$ cat config.mk
export PLATFORM = sky130hd
export DESIGN_NAME = input_alarm_threshold_regs
export DESIGN_NICKNAME = d
export VERILOG_FILES = /design/src/verilog/alarm_threshold_pkg.sv /design/src/verilog/input_alarm_threshold_regs.sv
export SDC_FILE = /design/constraint.sdc
export NUM_CORES = 1
export LEC_CHECK = 0
export ABC_AREA = 1
export BUFFER_PORTS_ARGS = -buffer_cell sky130_fd_sc_hd__buf_4
export CORE_MARGIN = 8
export CORE_UTILIZATION = 30
export CTS_CLUSTER_DIAMETER = 60
export DETAILED_ROUTE_END_ITERATION = 16
export GPL_ROUTABILITY_DRIVEN = 0
export MAX_ROUTING_LAYER = met4
export PLACE_DENSITY_LB_ADDON = 0.08
export RECOVER_POWER = 25
export SLEW_MARGIN = 20
export SYNTH_ARGS = -nofsm -noshare
export SYNTH_HDL_FRONTEND = slang
export SYNTH_SLANG_ARGS = --single-unit
$ cat constraint.sdc
create_clock -name ref_clk -period 4.32 [get_ports ref_clk]
set_input_delay 0.216 -clock ref_clk [delete_from_list [all_inputs] [get_ports ref_clk]]
set_output_delay 0.216 -clock ref_clk [all_outputs]
set_load 0.02 [all_outputs]
$ cat src/verilog/alarm_threshold_pkg.sv
// Constants and carrier types for the input alarm threshold register block
// Contract
// Bits 31-24 of upper register hold hysteresis, reset 00h; only upper nibble used.
// Host writes zeros into low four hysteresis bits.
// Bits 15-0 of upper register hold upper limit, reset FFFFh; compare bits 15:2.
// Host writes zeros into two low upper-limit bits.
// Bits 15-0 of lower register hold lower limit, reset 0000h; compare bits 15:2.
// Host writes zeros into two low lower-limit bits.
// Upper register bits 23-16 read 00h and ignore writes.
// Lower register bits 31-16 read 0000h and ignore writes.
// Upper register occupies byte addresses 24h to 27h, low byte first.
// Lower register occupies byte addresses 28h to 2Bh, low byte first.
// Separate active and tripped flags for input over and under conditions.
// Overall alarm summary bit 0 of status is OR of tripped flags.
// Over asserts above upper limit, releases below limit minus hysteresis; under symmetric.
`default_nettype none
package alarm_threshold_pkg;
    localparam logic [7:0] ADDR_UPPER = 8'h24;
    localparam logic [7:0] ADDR_LOWER = 8'h28;
    localparam logic [7:0] ADDR_STATUS = 8'h20;
    localparam logic [7:0] ADDR_IRQ_STATUS = 8'h30;
    localparam logic [7:0] ADDR_IRQ_MASK = 8'h34;
    localparam logic [7:0] ADDR_RESULT = 8'h38;
    localparam logic [7:0] RESET_HYST = 8'h00;
    localparam logic [15:0] RESET_UPPER = 16'hffff;
    localparam logic [15:0] RESET_LOWER = 16'h0000;
    localparam int SUMMARY_BIT = 0;
    localparam int TRIP_OVER_BIT = 4;
    localparam int TRIP_UNDER_BIT = 5;
    localparam int ACT_OVER_BIT = 10;
    localparam int ACT_UNDER_BIT = 11;
    localparam logic [31:0] READ_IDLE = 32'h00000000;
    localparam logic [7:0] RSV_UPPER = 8'h00;
    localparam logic [15:0] RSV_LOWER = 16'h0000;
    localparam logic [15:0] LIMIT_MIN = 16'h0000;
    localparam logic [15:0] LIMIT_MAX = 16'hffff;
    localparam int LANES = 4;
    localparam int BYTE_W = 8;
    localparam int LIMIT_W = 16;
    localparam int LIMIT_LSB = 0;
    localparam int HYST_LSB = 24;
    localparam int HYST_USED_LSB = 4;
    localparam int HYST_W = 4;
    localparam int CMP_LSB = 2;
    localparam int IRQ_LSB = 0;
    localparam int IRQ_MSB = 1;
    localparam int IRQ_OVER_BIT = 0;
    localparam int IRQ_UNDER_BIT = 1;
    localparam int IRQ_LANE = 0;
    localparam int RESULT_LSB = 0;
    localparam int RESULT_MSB = 15;

    typedef struct packed {
        logic [7:0] hyst;
        logic [15:0] upper;
        logic [15:0] lower;
    } thresh_t;

    typedef struct packed {
        logic activeOver;
        logic activeUnder;
        logic trippedOver;
        logic trippedUnder;
    } flags_t;

    typedef struct packed {
        thresh_t th;
        flags_t fl;
        logic [1:0] irqStatus;
        logic [1:0] irqMask;
        logic [31:0] datOut;
        logic [15:0] lastRes;
        logic ack;
        logic alarm;
        logic irq;
    } state_t;

    localparam state_t RESET_STATE = '{
        th: '{hyst: RESET_HYST, upper: RESET_UPPER, lower: RESET_LOWER},
        fl: '0,
        irqStatus: '0,
        irqMask: '0,
        datOut: '0,
        lastRes: '0,
        ack: 1'b0,
        alarm: 1'b0,
        irq: 1'b0
    };
endpackage
`default_nettype wire

$ cat src/verilog/input_alarm_threshold_regs.sv
// Input alarm threshold registers, alarm flags and Wishbone slave
//
// Register access over Wishbone is this design's own decision.
`timescale 1ns/1ps
`default_nettype none
module input_alarm_threshold_regs
    import alarm_threshold_pkg::*;
(
    // Clock and reset
    input wire logic ref_clk,
    input wire logic rst_b,
    // Wishbone slave
    input wire logic wbCyc,
    input wire logic wbStb,
    input wire logic wbWe,
    input wire logic [7:0] wbAdr,
    input wire logic [3:0] wbSel,
    input wire logic [31:0] wbDatIn,
    output logic [31:0] wbDatOut,
    output logic wbAck,
    // Conversion result, same clock
    input wire logic resultValid,
    input wire logic [15:0] result,
    // Alarm outputs
    output logic alarmOut,
    output logic irq
);
    // Reset release synchroniser
    logic rstMeta;
    logic rstSync;

    // All block state except the reset synchroniser in one word, and its next value
    state_t st;
    state_t next_st;

    always_ff @(posedge ref_clk or negedge rst_b) begin
        if (!rst_b) begin
            rstMeta <= 1'b0;
            rstSync <= 1'b0;
        end else begin
            rstMeta <= 1'b1;
            rstSync <= rstMeta;
        end
    end

    // Exact byte address match against a register base, low two bits included
    function automatic logic hits(input logic [7:0] adr, input logic [7:0] base);
        return adr == base;
    endfunction

    // Replace the byte lanes picked by sel and keep the others
    function automatic logic [31:0] mergeBytes(
        input logic [31:0] old,
        input logic [31:0] wd,
        input logic [3:0] sel
    );
        logic [31:0] r;
        r = old;
        for (int i = 0; i < LANES; i++) begin
            if (sel[i]) begin
                r[i*BYTE_W +: BYTE_W] = wd[i*BYTE_W +: BYTE_W];
            end
        end
        return r;
    endfunction

    // Upper word: hysteresis, reserved zero byte, upper limit
    function automatic logic [31:0] upperWord(input thresh_t t);
        return {t.hyst, RSV_UPPER, t.upper};
    endfunction

    // Lower word: reserved zero half, lower limit
    function automatic logic [31:0] lowerWord(input thresh_t t);
        return {RSV_LOWER, t.lower};
    endfunction

    // Bus write into the threshold words; reserved bits are never stored
    function automatic thresh_t writeThresh(
        input thresh_t t,
        input logic wr,
        input logic [7:0] adr,
        input logic [31:0] wd,
        input logic [3:0] sel
    );
        thresh_t r;
        logic [31:0] w;
        r = t;
        w = READ_IDLE;
        if (wr && hits(adr, ADDR_UPPER)) begin
            w = mergeBytes(upperWord(t), wd, sel);
            r.hyst = w[HYST_LSB +: BYTE_W];
            r.upper = w[LIMIT_LSB +: LIMIT_W];
        end
        if (wr && hits(adr, ADDR_LOWER)) begin
            w = mergeBytes(lowerWord(t), wd, sel);
            r.lower = w[LIMIT_LSB +: LIMIT_W];
        end
        return r;
    endfunction

    // Comparison ignores the two low limit bits
    function automatic logic [15:0] alignCmp(input logic [15:0] v);
        logic [15:0] r;
        r = v;
        r[CMP_LSB-1:0] = '0;
        return r;
    endfunction

    // Hysteresis nibble placed at the first compared bit
    function automatic logic [15:0] hystStep(input logic [7:0] h);
        logic [15:0] r;
        r = LIMIT_MIN;
        r[CMP_LSB +: HYST_W] = h[HYST_USED_LSB +: HYST_W];
        return r;
    endfunction

    // Release point below the upper limit, floored at zero
    function automatic logic [15:0] relBelow(input logic [15:0] lim, input logic [15:0] step);
        logic [15:0] r;
        r = LIMIT_MIN;
        if (lim > step) begin
            r = lim - step;
        end
        return r;
    endfunction

    // Release point above the lower limit, capped at full scale
    function automatic logic [15:0] relAbove(input logic [15:0] lim, input logic [15:0] step);
        logic [15:0] r;
        r = LIMIT_MAX;
        if (LIMIT_MAX - lim > step) begin
            r = lim + step;
        end
        return r;
    endfunction

    // Over condition: set above the limit, held until below the release point
    function automatic logic holdOver(
        input logic cur,
        input logic [15:0] v,
        input logic [15:0] lim,
        input logic [15:0] rel
    );
        logic r;
        r = cur;
        if (v > lim) begin
            r = 1'b1;
        end else if (v < rel) begin
            r = 1'b0;
        end
        return r;
    endfunction

    // Under condition: mirror image of the over condition
    function automatic logic holdUnder(
        input logic cur,
        input logic [15:0] v,
        input logic [15:0] lim,
        input logic [15:0] rel
    );
        logic r;
        r = cur;
        if (v < lim) begin
            r = 1'b1;
        end else if (v > rel) begin
            r = 1'b0;
        end
        return r;
    endfunction

    // Tripped flags: cleared by a status read, a live condition sets them again
    function automatic flags_t nextTripped(input flags_t f, input logic clear);
        flags_t r;
        r = f;
        if (clear) begin
            r.trippedOver = 1'b0;
            r.trippedUnder = 1'b0;
        end
        if (f.activeOver) begin
            r.trippedOver = 1'b1;
        end
        if (f.activeUnder) begin
            r.trippedUnder = 1'b1;
        end
        return r;
    endfunction

    // Interrupt status: write one to clear, a new event wins in the same cycle
    function automatic logic [1:0] nextIrqStatus(
        input logic [1:0] cur,
        input logic [1:0] clr,
        input logic [1:0] events
    );
        return (cur & ~clr) | events;
    endfunction

    // Flag word as software reads it
    function automatic logic [31:0] statusWord(input flags_t f);
        logic [31:0] r;
        r = READ_IDLE;
        r[ACT_OVER_BIT] = f.activeOver;
        r[ACT_UNDER_BIT] = f.activeUnder;
        r[TRIP_OVER_BIT] = f.trippedOver;
        r[TRIP_UNDER_BIT] = f.trippedUnder;
        r[SUMMARY_BIT] = f.trippedOver | f.trippedUnder;
        return r;
    endfunction

    // Read multiplexer; unmapped addresses read as zero
    function automatic logic [31:0] readWord(input state_t s, input logic [7:0] adr);
        logic [31:0] r;
        r = READ_IDLE;
        case (adr)
            ADDR_UPPER: begin
                r = upperWord(s.th);
            end
            ADDR_LOWER: begin
                r = lowerWord(s.th);
            end
            ADDR_STATUS: begin
                r = statusWord(s.fl);
            end
            ADDR_IRQ_STATUS: begin
                r[IRQ_MSB:IRQ_LSB] = s.irqStatus;
            end
            ADDR_IRQ_MASK: begin
                r[IRQ_MSB:IRQ_LSB] = s.irqMask;
            end
            ADDR_RESULT: begin
                r[RESULT_MSB:RESULT_LSB] = s.lastRes;
            end
            default: begin
                r = READ_IDLE;
            end
        endcase
        return r;
    endfunction

    always_comb begin
        logic access;
        logic reqWr;
        logic clrTrip;
        logic [15:0] step;
        logic [15:0] upCmp;
        logic [15:0] loCmp;
        logic [15:0] resCmp;
        logic [15:0] upRel;
        logic [15:0] loRel;
        logic [1:0] events;
        logic [1:0] clrIrq;
        access = wbCyc && wbStb && !st.ack;
        reqWr = access && wbWe;
        clrTrip = access && !wbWe && hits(wbAdr, ADDR_STATUS);
        step = hystStep(st.th.hyst);
        upCmp = alignCmp(st.th.upper);
        loCmp = alignCmp(st.th.lower);
        resCmp = alignCmp(result);
        upRel = relBelow(upCmp, step);
        loRel = relAbove(loCmp, step);
        events = '0;
        clrIrq = '0;
        next_st = st;

        // One-cycle acknowledge; read data stands only beside it
        next_st.ack = access;
        next_st.datOut = READ_IDLE;
        if (access) begin
            next_st.datOut = readWord(st, wbAdr);
        end

        // Threshold words
        next_st.th = writeThresh(st.th, reqWr, wbAdr, wbDatIn, wbSel);

        // Alarm conditions follow each new conversion result
        if (resultValid) begin
            next_st.lastRes = result;
            next_st.fl.activeOver = holdOver(st.fl.activeOver, resCmp, upCmp, upRel);
            next_st.fl.activeUnder = holdUnder(st.fl.activeUnder, resCmp, loCmp, loRel);
        end
        next_st.fl = nextTripped(next_st.fl, clrTrip);
        next_st.alarm = next_st.fl.trippedOver | next_st.fl.trippedUnder;

        // Interrupt events on the rising edge of each active flag
        events[IRQ_OVER_BIT] = next_st.fl.activeOver & ~st.fl.activeOver;
        events[IRQ_UNDER_BIT] = next_st.fl.activeUnder & ~st.fl.activeUnder;
        if (reqWr && hits(wbAdr, ADDR_IRQ_STATUS) && wbSel[IRQ_LANE]) begin
            clrIrq = wbDatIn[IRQ_MSB:IRQ_LSB];
        end
        if (reqWr && hits(wbAdr, ADDR_IRQ_MASK) && wbSel[IRQ_LANE]) begin
            next_st.irqMask = wbDatIn[IRQ_MSB:IRQ_LSB];
        end
        next_st.irqStatus = nextIrqStatus(st.irqStatus, clrIrq, events);
        next_st.irq = |(next_st.irqStatus & next_st.irqMask);
    end

    // State register; reset values come from the package
    always_ff @(posedge ref_clk or negedge rstSync) begin
        if (!rstSync) begin
            st <= RESET_STATE;
        end else begin
            st <= next_st;
        end
    end

    // Every output comes straight from the state register
    assign wbDatOut = st.datOut;
    assign wbAck = st.ack;
    assign irq = st.irq;
    assign alarmOut = st.alarm;
endmodule // input_alarm_threshold_regs
`default_nettype wire

After elaboration in Yosys (flattened, before gate mapping). Index checks and enable logic that the tools add are counted.

Word-level logic and storage cells: 78. Register bits: 101. Output and inout port bits: 35. Input bits: 66.

Equality and inequality tests: 6. Multiplexer cells: 16. Reductions and logical operators: 19. Bitwise operators: 10. Add/sub/neg operators: 3. Magnitude comparators: 6.

Operators by type and width (count): 14-bit case mux with 4 select lines (1); 8-bit by 6-bit equality test with 1-bit output, second input constant (6); 16-bit two-way mux (3); 16-bit > comparator (2); 16-bit by 6-bit > comparator with 1-bit output (2); 16-bit less-than comparator (2); 32-bit two-way mux (1); 16-bit by 6-bit adder with 16-bit output (1); 16-bit subtractor, first input constant (1); 16-bit by 6-bit subtractor with 16-bit output (1); 2-bit case mux with 6 select lines (1); 1-bit logical AND (11); 2-bit AND reduction (5); 2-bit two-way mux (4); 1-bit two-way mux (6); 2-bit bitwise AND (2); 1-bit bitwise AND (2); 1-bit logical NOT (2); 1-bit inverter (2); 2-bit inverter (1); 1-bit OR (2); 2-bit OR (1); 2-bit OR reduction (1).

Longest topological paths before layout.
Depth in word-level cells: 11. Mapped depth: 23. Depth with buffers taken out: 23.

Worst setup path after synthesis. OpenSTA, ideal clock, no wires.

Kind: register to register. From: reg st[77] (netlist bit). To: reg st (netlist bit alarmOut). Setup time: 0.138 ns. Arrival time: 2.877 ns. Path buffers: 1. Data required time: 4.182 ns. Clock period less this slack: 3.015 ns. Stages on the path, launching flop included: 20. Path slack: 1.305 ns. Path through: dfstp_2 inv_1 ha_1 fa_1 inv_1 nand3_1 nand2_1 nand2_1 nand2_1 clkbuf_1 nand3b_1 ha_1 a21oi_1 nor2_1 a211oi_1 nand2_1 nand2_1 nand2_1 nand2_1 nand4_1.

RTL lines: from (decl) (line input_alarm_threshold_regs.sv:33) `state_t st;`; from (signal assigned) (line input_alarm_threshold_regs.sv:301) `st <= next_st;`.

==> flow_summary.yaml <==
setup_path:
  cp.required_ns: 4.53
  ff2ff_path_depth: 23
  worst-path-max-fanout: 4
  start_kind: "register"
  endpoint_kind: "register"
  critPathArrivalTime_ns: 3.75
  path_class: "reg2reg"
timing:
  tightestPinTransition_ns: 2.36
  slew_viol_final: 58
  hold_viol: 0
  fmax_ghz: 0.282
  fin_setup_tns_ns: 0
  rsz0062_at_grt: "false"
  min_period_over_period_pct: 82.0
  fin_crit_ns: 3.54
  fin_skew_ns: 0.0110
  max-slew-margin-rel_pct: -57.4
  setup_viol: 0
layout:
  syn2layout_area_growth_pct: 16.0
  nNetsFinal: 983
  layout-drive-gt1-share_pct: 16.5
  diodes: 0
  postLayoutCoreUtil_pct: 35.5
drt:
  drt_iter0_markers: 238
  drt-total-wl_mm: 18.6
  via_count: 5370
  antenna_left: 0
  routed.top_layer: "met4"
  drc: 0
  wl_met2_mm: 8.63
  met1_length_mm: 8.95
  viasPerCell: 4.78
  first_pass_iters: 5
  avgRoutedWirePerCell_um: 16.5
  wl_met3_um: 784
outcome:
  violations: "max-capacitance violations, max-slew violations"
  status: "complete, but fails checks"
logic_synthesis:
  synth_ff_type: "dfrtp_1"
  ys_seq_area_share_pct: 37.8
  async_reset_ff_share_pct: 100
  synth_cell_types: 47
  ys_ff_latch: 93
  yosys_warnings: 0
  netlist_instances: 792
  syn_avg_cell_area_um2: 7.84
  synth_edf_count: 0
  syn_area_um2: 6210
floorplanning:
  die_w_um: 160
  rows: 52
  ioPinCount: 101
  die_y_um: 160
  die_area_um2: 25600
  start_util_pct: 30.6
  core_area_um2: 20300
cts:
  path_clk_slew_ns: 0.07
  cts_buffers: 9
  clock_latency_ns: 0.35
  cts.sinks: 93
  cts_buffer_depth: 2
  cts_tree: "done"
  h-tree-depth: 3
  root_buffer: "clkbuf_16"
  cts_resized: 0
global_route:
  first_global_vias: 5583
  grt_first_pass_wirelength_mm: 30.0
  grtUsageTotal_pct: 15.2
  grt_max_degree: 58
  grt.overflow.total: 0
  antenna_found_initial: 0
worst_hold_path:
  holdPathStages: 3
  min-delay-path-class: "in2reg"
power_and_ir_drop:
  power.leakage_nw: 3.47
  power_density_nw_per_um2: 272
  irDropWorstVdd_uv: 192
placed_design:
  port_buffers: 83
  hpwl_mm: 15.0
job:
  cap_violations: 1
==> through the flow <==
step | area (um2) | power (mW) | std cells | setup slack, ns | hold WS (ns)
final | 7200 | 1.96 | 1124 | 0.779 | 0.0634
after CTS | 7220 | 1.99 | 1124 | 0.810 | 0.0486
after floorplan | 6240 | 1.06 | 799 | 1.30 | -0.0796
after global routing | 7200 | 2.06 | 1124 | 0.239 | 0.0754
after detailed placement | 6900 | 1.15 | 1107 | 0.834 | 0.000864
after global placement | 6900 | 1.15 | 1107 | 0.882 | -0.0000408
==> sequential cells by signal (all words and copies together) (netlist names) <==
| register | flops |
|---|---|
| wbAck | 1 |
| rstMeta | 1 |
| rstSync | 1 |
| alarmOut | 1 |
| wbDatOut | 24 |
| st | 64 |
| irq | 1 |
==> critical path, cell delays in order, from the launching register on <==
cell and delay, ns:
dfrtp_1 0.48, inv_1 0.10, ha_1 0.36, nand3_1 0.09, nand2_1 0.09, nand2_1 0.07, nand2_1 0.13, nand4_1 0.20
nor2_1 0.25, nand4_1 0.14, xor2_1 0.16, nor2_1 0.06, ha_1 0.29, nand2_1 0.06, nor2_1 0.14, nand2_1 0.08
inv_1 0.06, nand2_1 0.04, nand4_1 0.06, nand2_1 0.12, nand2_1 0.09, nand2_1 0.06, nor2_1 0.13, nand4_1 0.12
==> final timing paths <==
| path | endpoint | from | slack, ns |
|---|---|---|---|
| hold / removal | st[4]$_DFFE_PN0P_ | result[1] | 0.06 |
| setup reg to reg | alarmOut$_DFF_PN0_ | st[63]$_DFFE_PN0P_ | 0.78 |
| hold reg to reg | rstSync$_DFF_PN0_ | rstMeta$_DFF_PN0_ | 0.35 |
| min in group asynchronous | rstSync$_DFF_PN0_ | rst_b | 0.18 |
| setup / recovery | alarmOut$_DFF_PN0_ | st[63]$_DFFE_PN0P_ | 0.78 |
| max in group asynchronous | st[79]$_DFFE_PN1P_ | rstSync$_DFF_PN0_ | 1.80 |
==> logic make-up after synthesis <==
family	after synthesis	share of synthesized area [%]
and+or+nand+nor	341	23.4
buffers and inverters	148	11.2
AOI/OAI and AO/OA	132	12.0
DFF	93	37.8
adders and majority gates	68	13.9
muxes	5	1.15
xor gates and xnor gates	3	0.423
other	2	0.121
==> repair_timing <==
action,in CTS,in global routing
hold buffers,1,0
endpoints found under the hold margin,2,0
setup buffers,0,0
==> cells in the mapped netlist, types with 2 or more instances <==
cell,instances,area [um2]
nand2_2,8,50.1
dfstp_2,16,420
dfrtp_1,77,1930
xor2_1,3,26.3
nor4_1,3,18.8
a21oi_1,40,200
clkbuf_1,5,18.8
nor2_1,58,218
o22ai_1,6,37.5
a221oi_1,2,17.5
conb_1,2,7.51
nand4_1,15,93.8
fa_1,2,40.0
o21ai_0,48,240
nor3_1,14,70.1
a22o_1,2,17.5
nor2_4,3,33.8
nand3_1,27,135
or2_2,2,12.5
a31oi_1,8,50.1
nand2_1,207,777
inv_1,96,360
ha_1,66,826
o31ai_1,2,15.0
a211oi_1,3,22.5
inv_2,3,11.3
buf_4,32,240
o211ai_1,2,15.0
o21ai_1,10,50.1
a41oi_1,3,26.3
buf_2,8,40.0
mux2_4,4,60.1
==> final cells by class <==
cell class                 instances  area (um2)
fill                            2204       13100
multi-input combinational        558        3190
sequential                        93        2350
timing repair buffer              86         644
inverter                         101         382
tap                              270         338
clock buffer                       9         225
clock inverter                     7        80.1
==> placed cells by master (no fill, tap or decap), types with 8 or more instances in the layout <==
cell / instances
nand3_1: 27
a21oi_1: 40
o21ai_1: 10
o21ai_0: 48
conb_1: 9
nand2_2: 8
clkbuf_16: 9
buf_4: 84
inv_1: 96
dfrtp_1: 77
nor3_1: 14
dfstp_2: 16
nand4_1: 15
a31oi_1: 8
nand2_1: 207
nor2_1: 59
ha_1: 66
==> metal layers <==
layer	up-vias	GRT usage, %
li1	2673	-
met1	2560	19.5
met2	123	24.2
met3	14	2.65
met4	0	4.12
met5	-	-
==> report_power, final <==
group          total (mW)  switching (mW)  internal [mW]  leakage, nW
logic               0.219           0.130         0.0893         2.16
registers           0.916          0.0236          0.892         1.16
clock network       0.826           0.369          0.457        0.148
total                1.96           0.522           1.44         3.47
No activity file was read; power rests on OpenSTA's default activity.
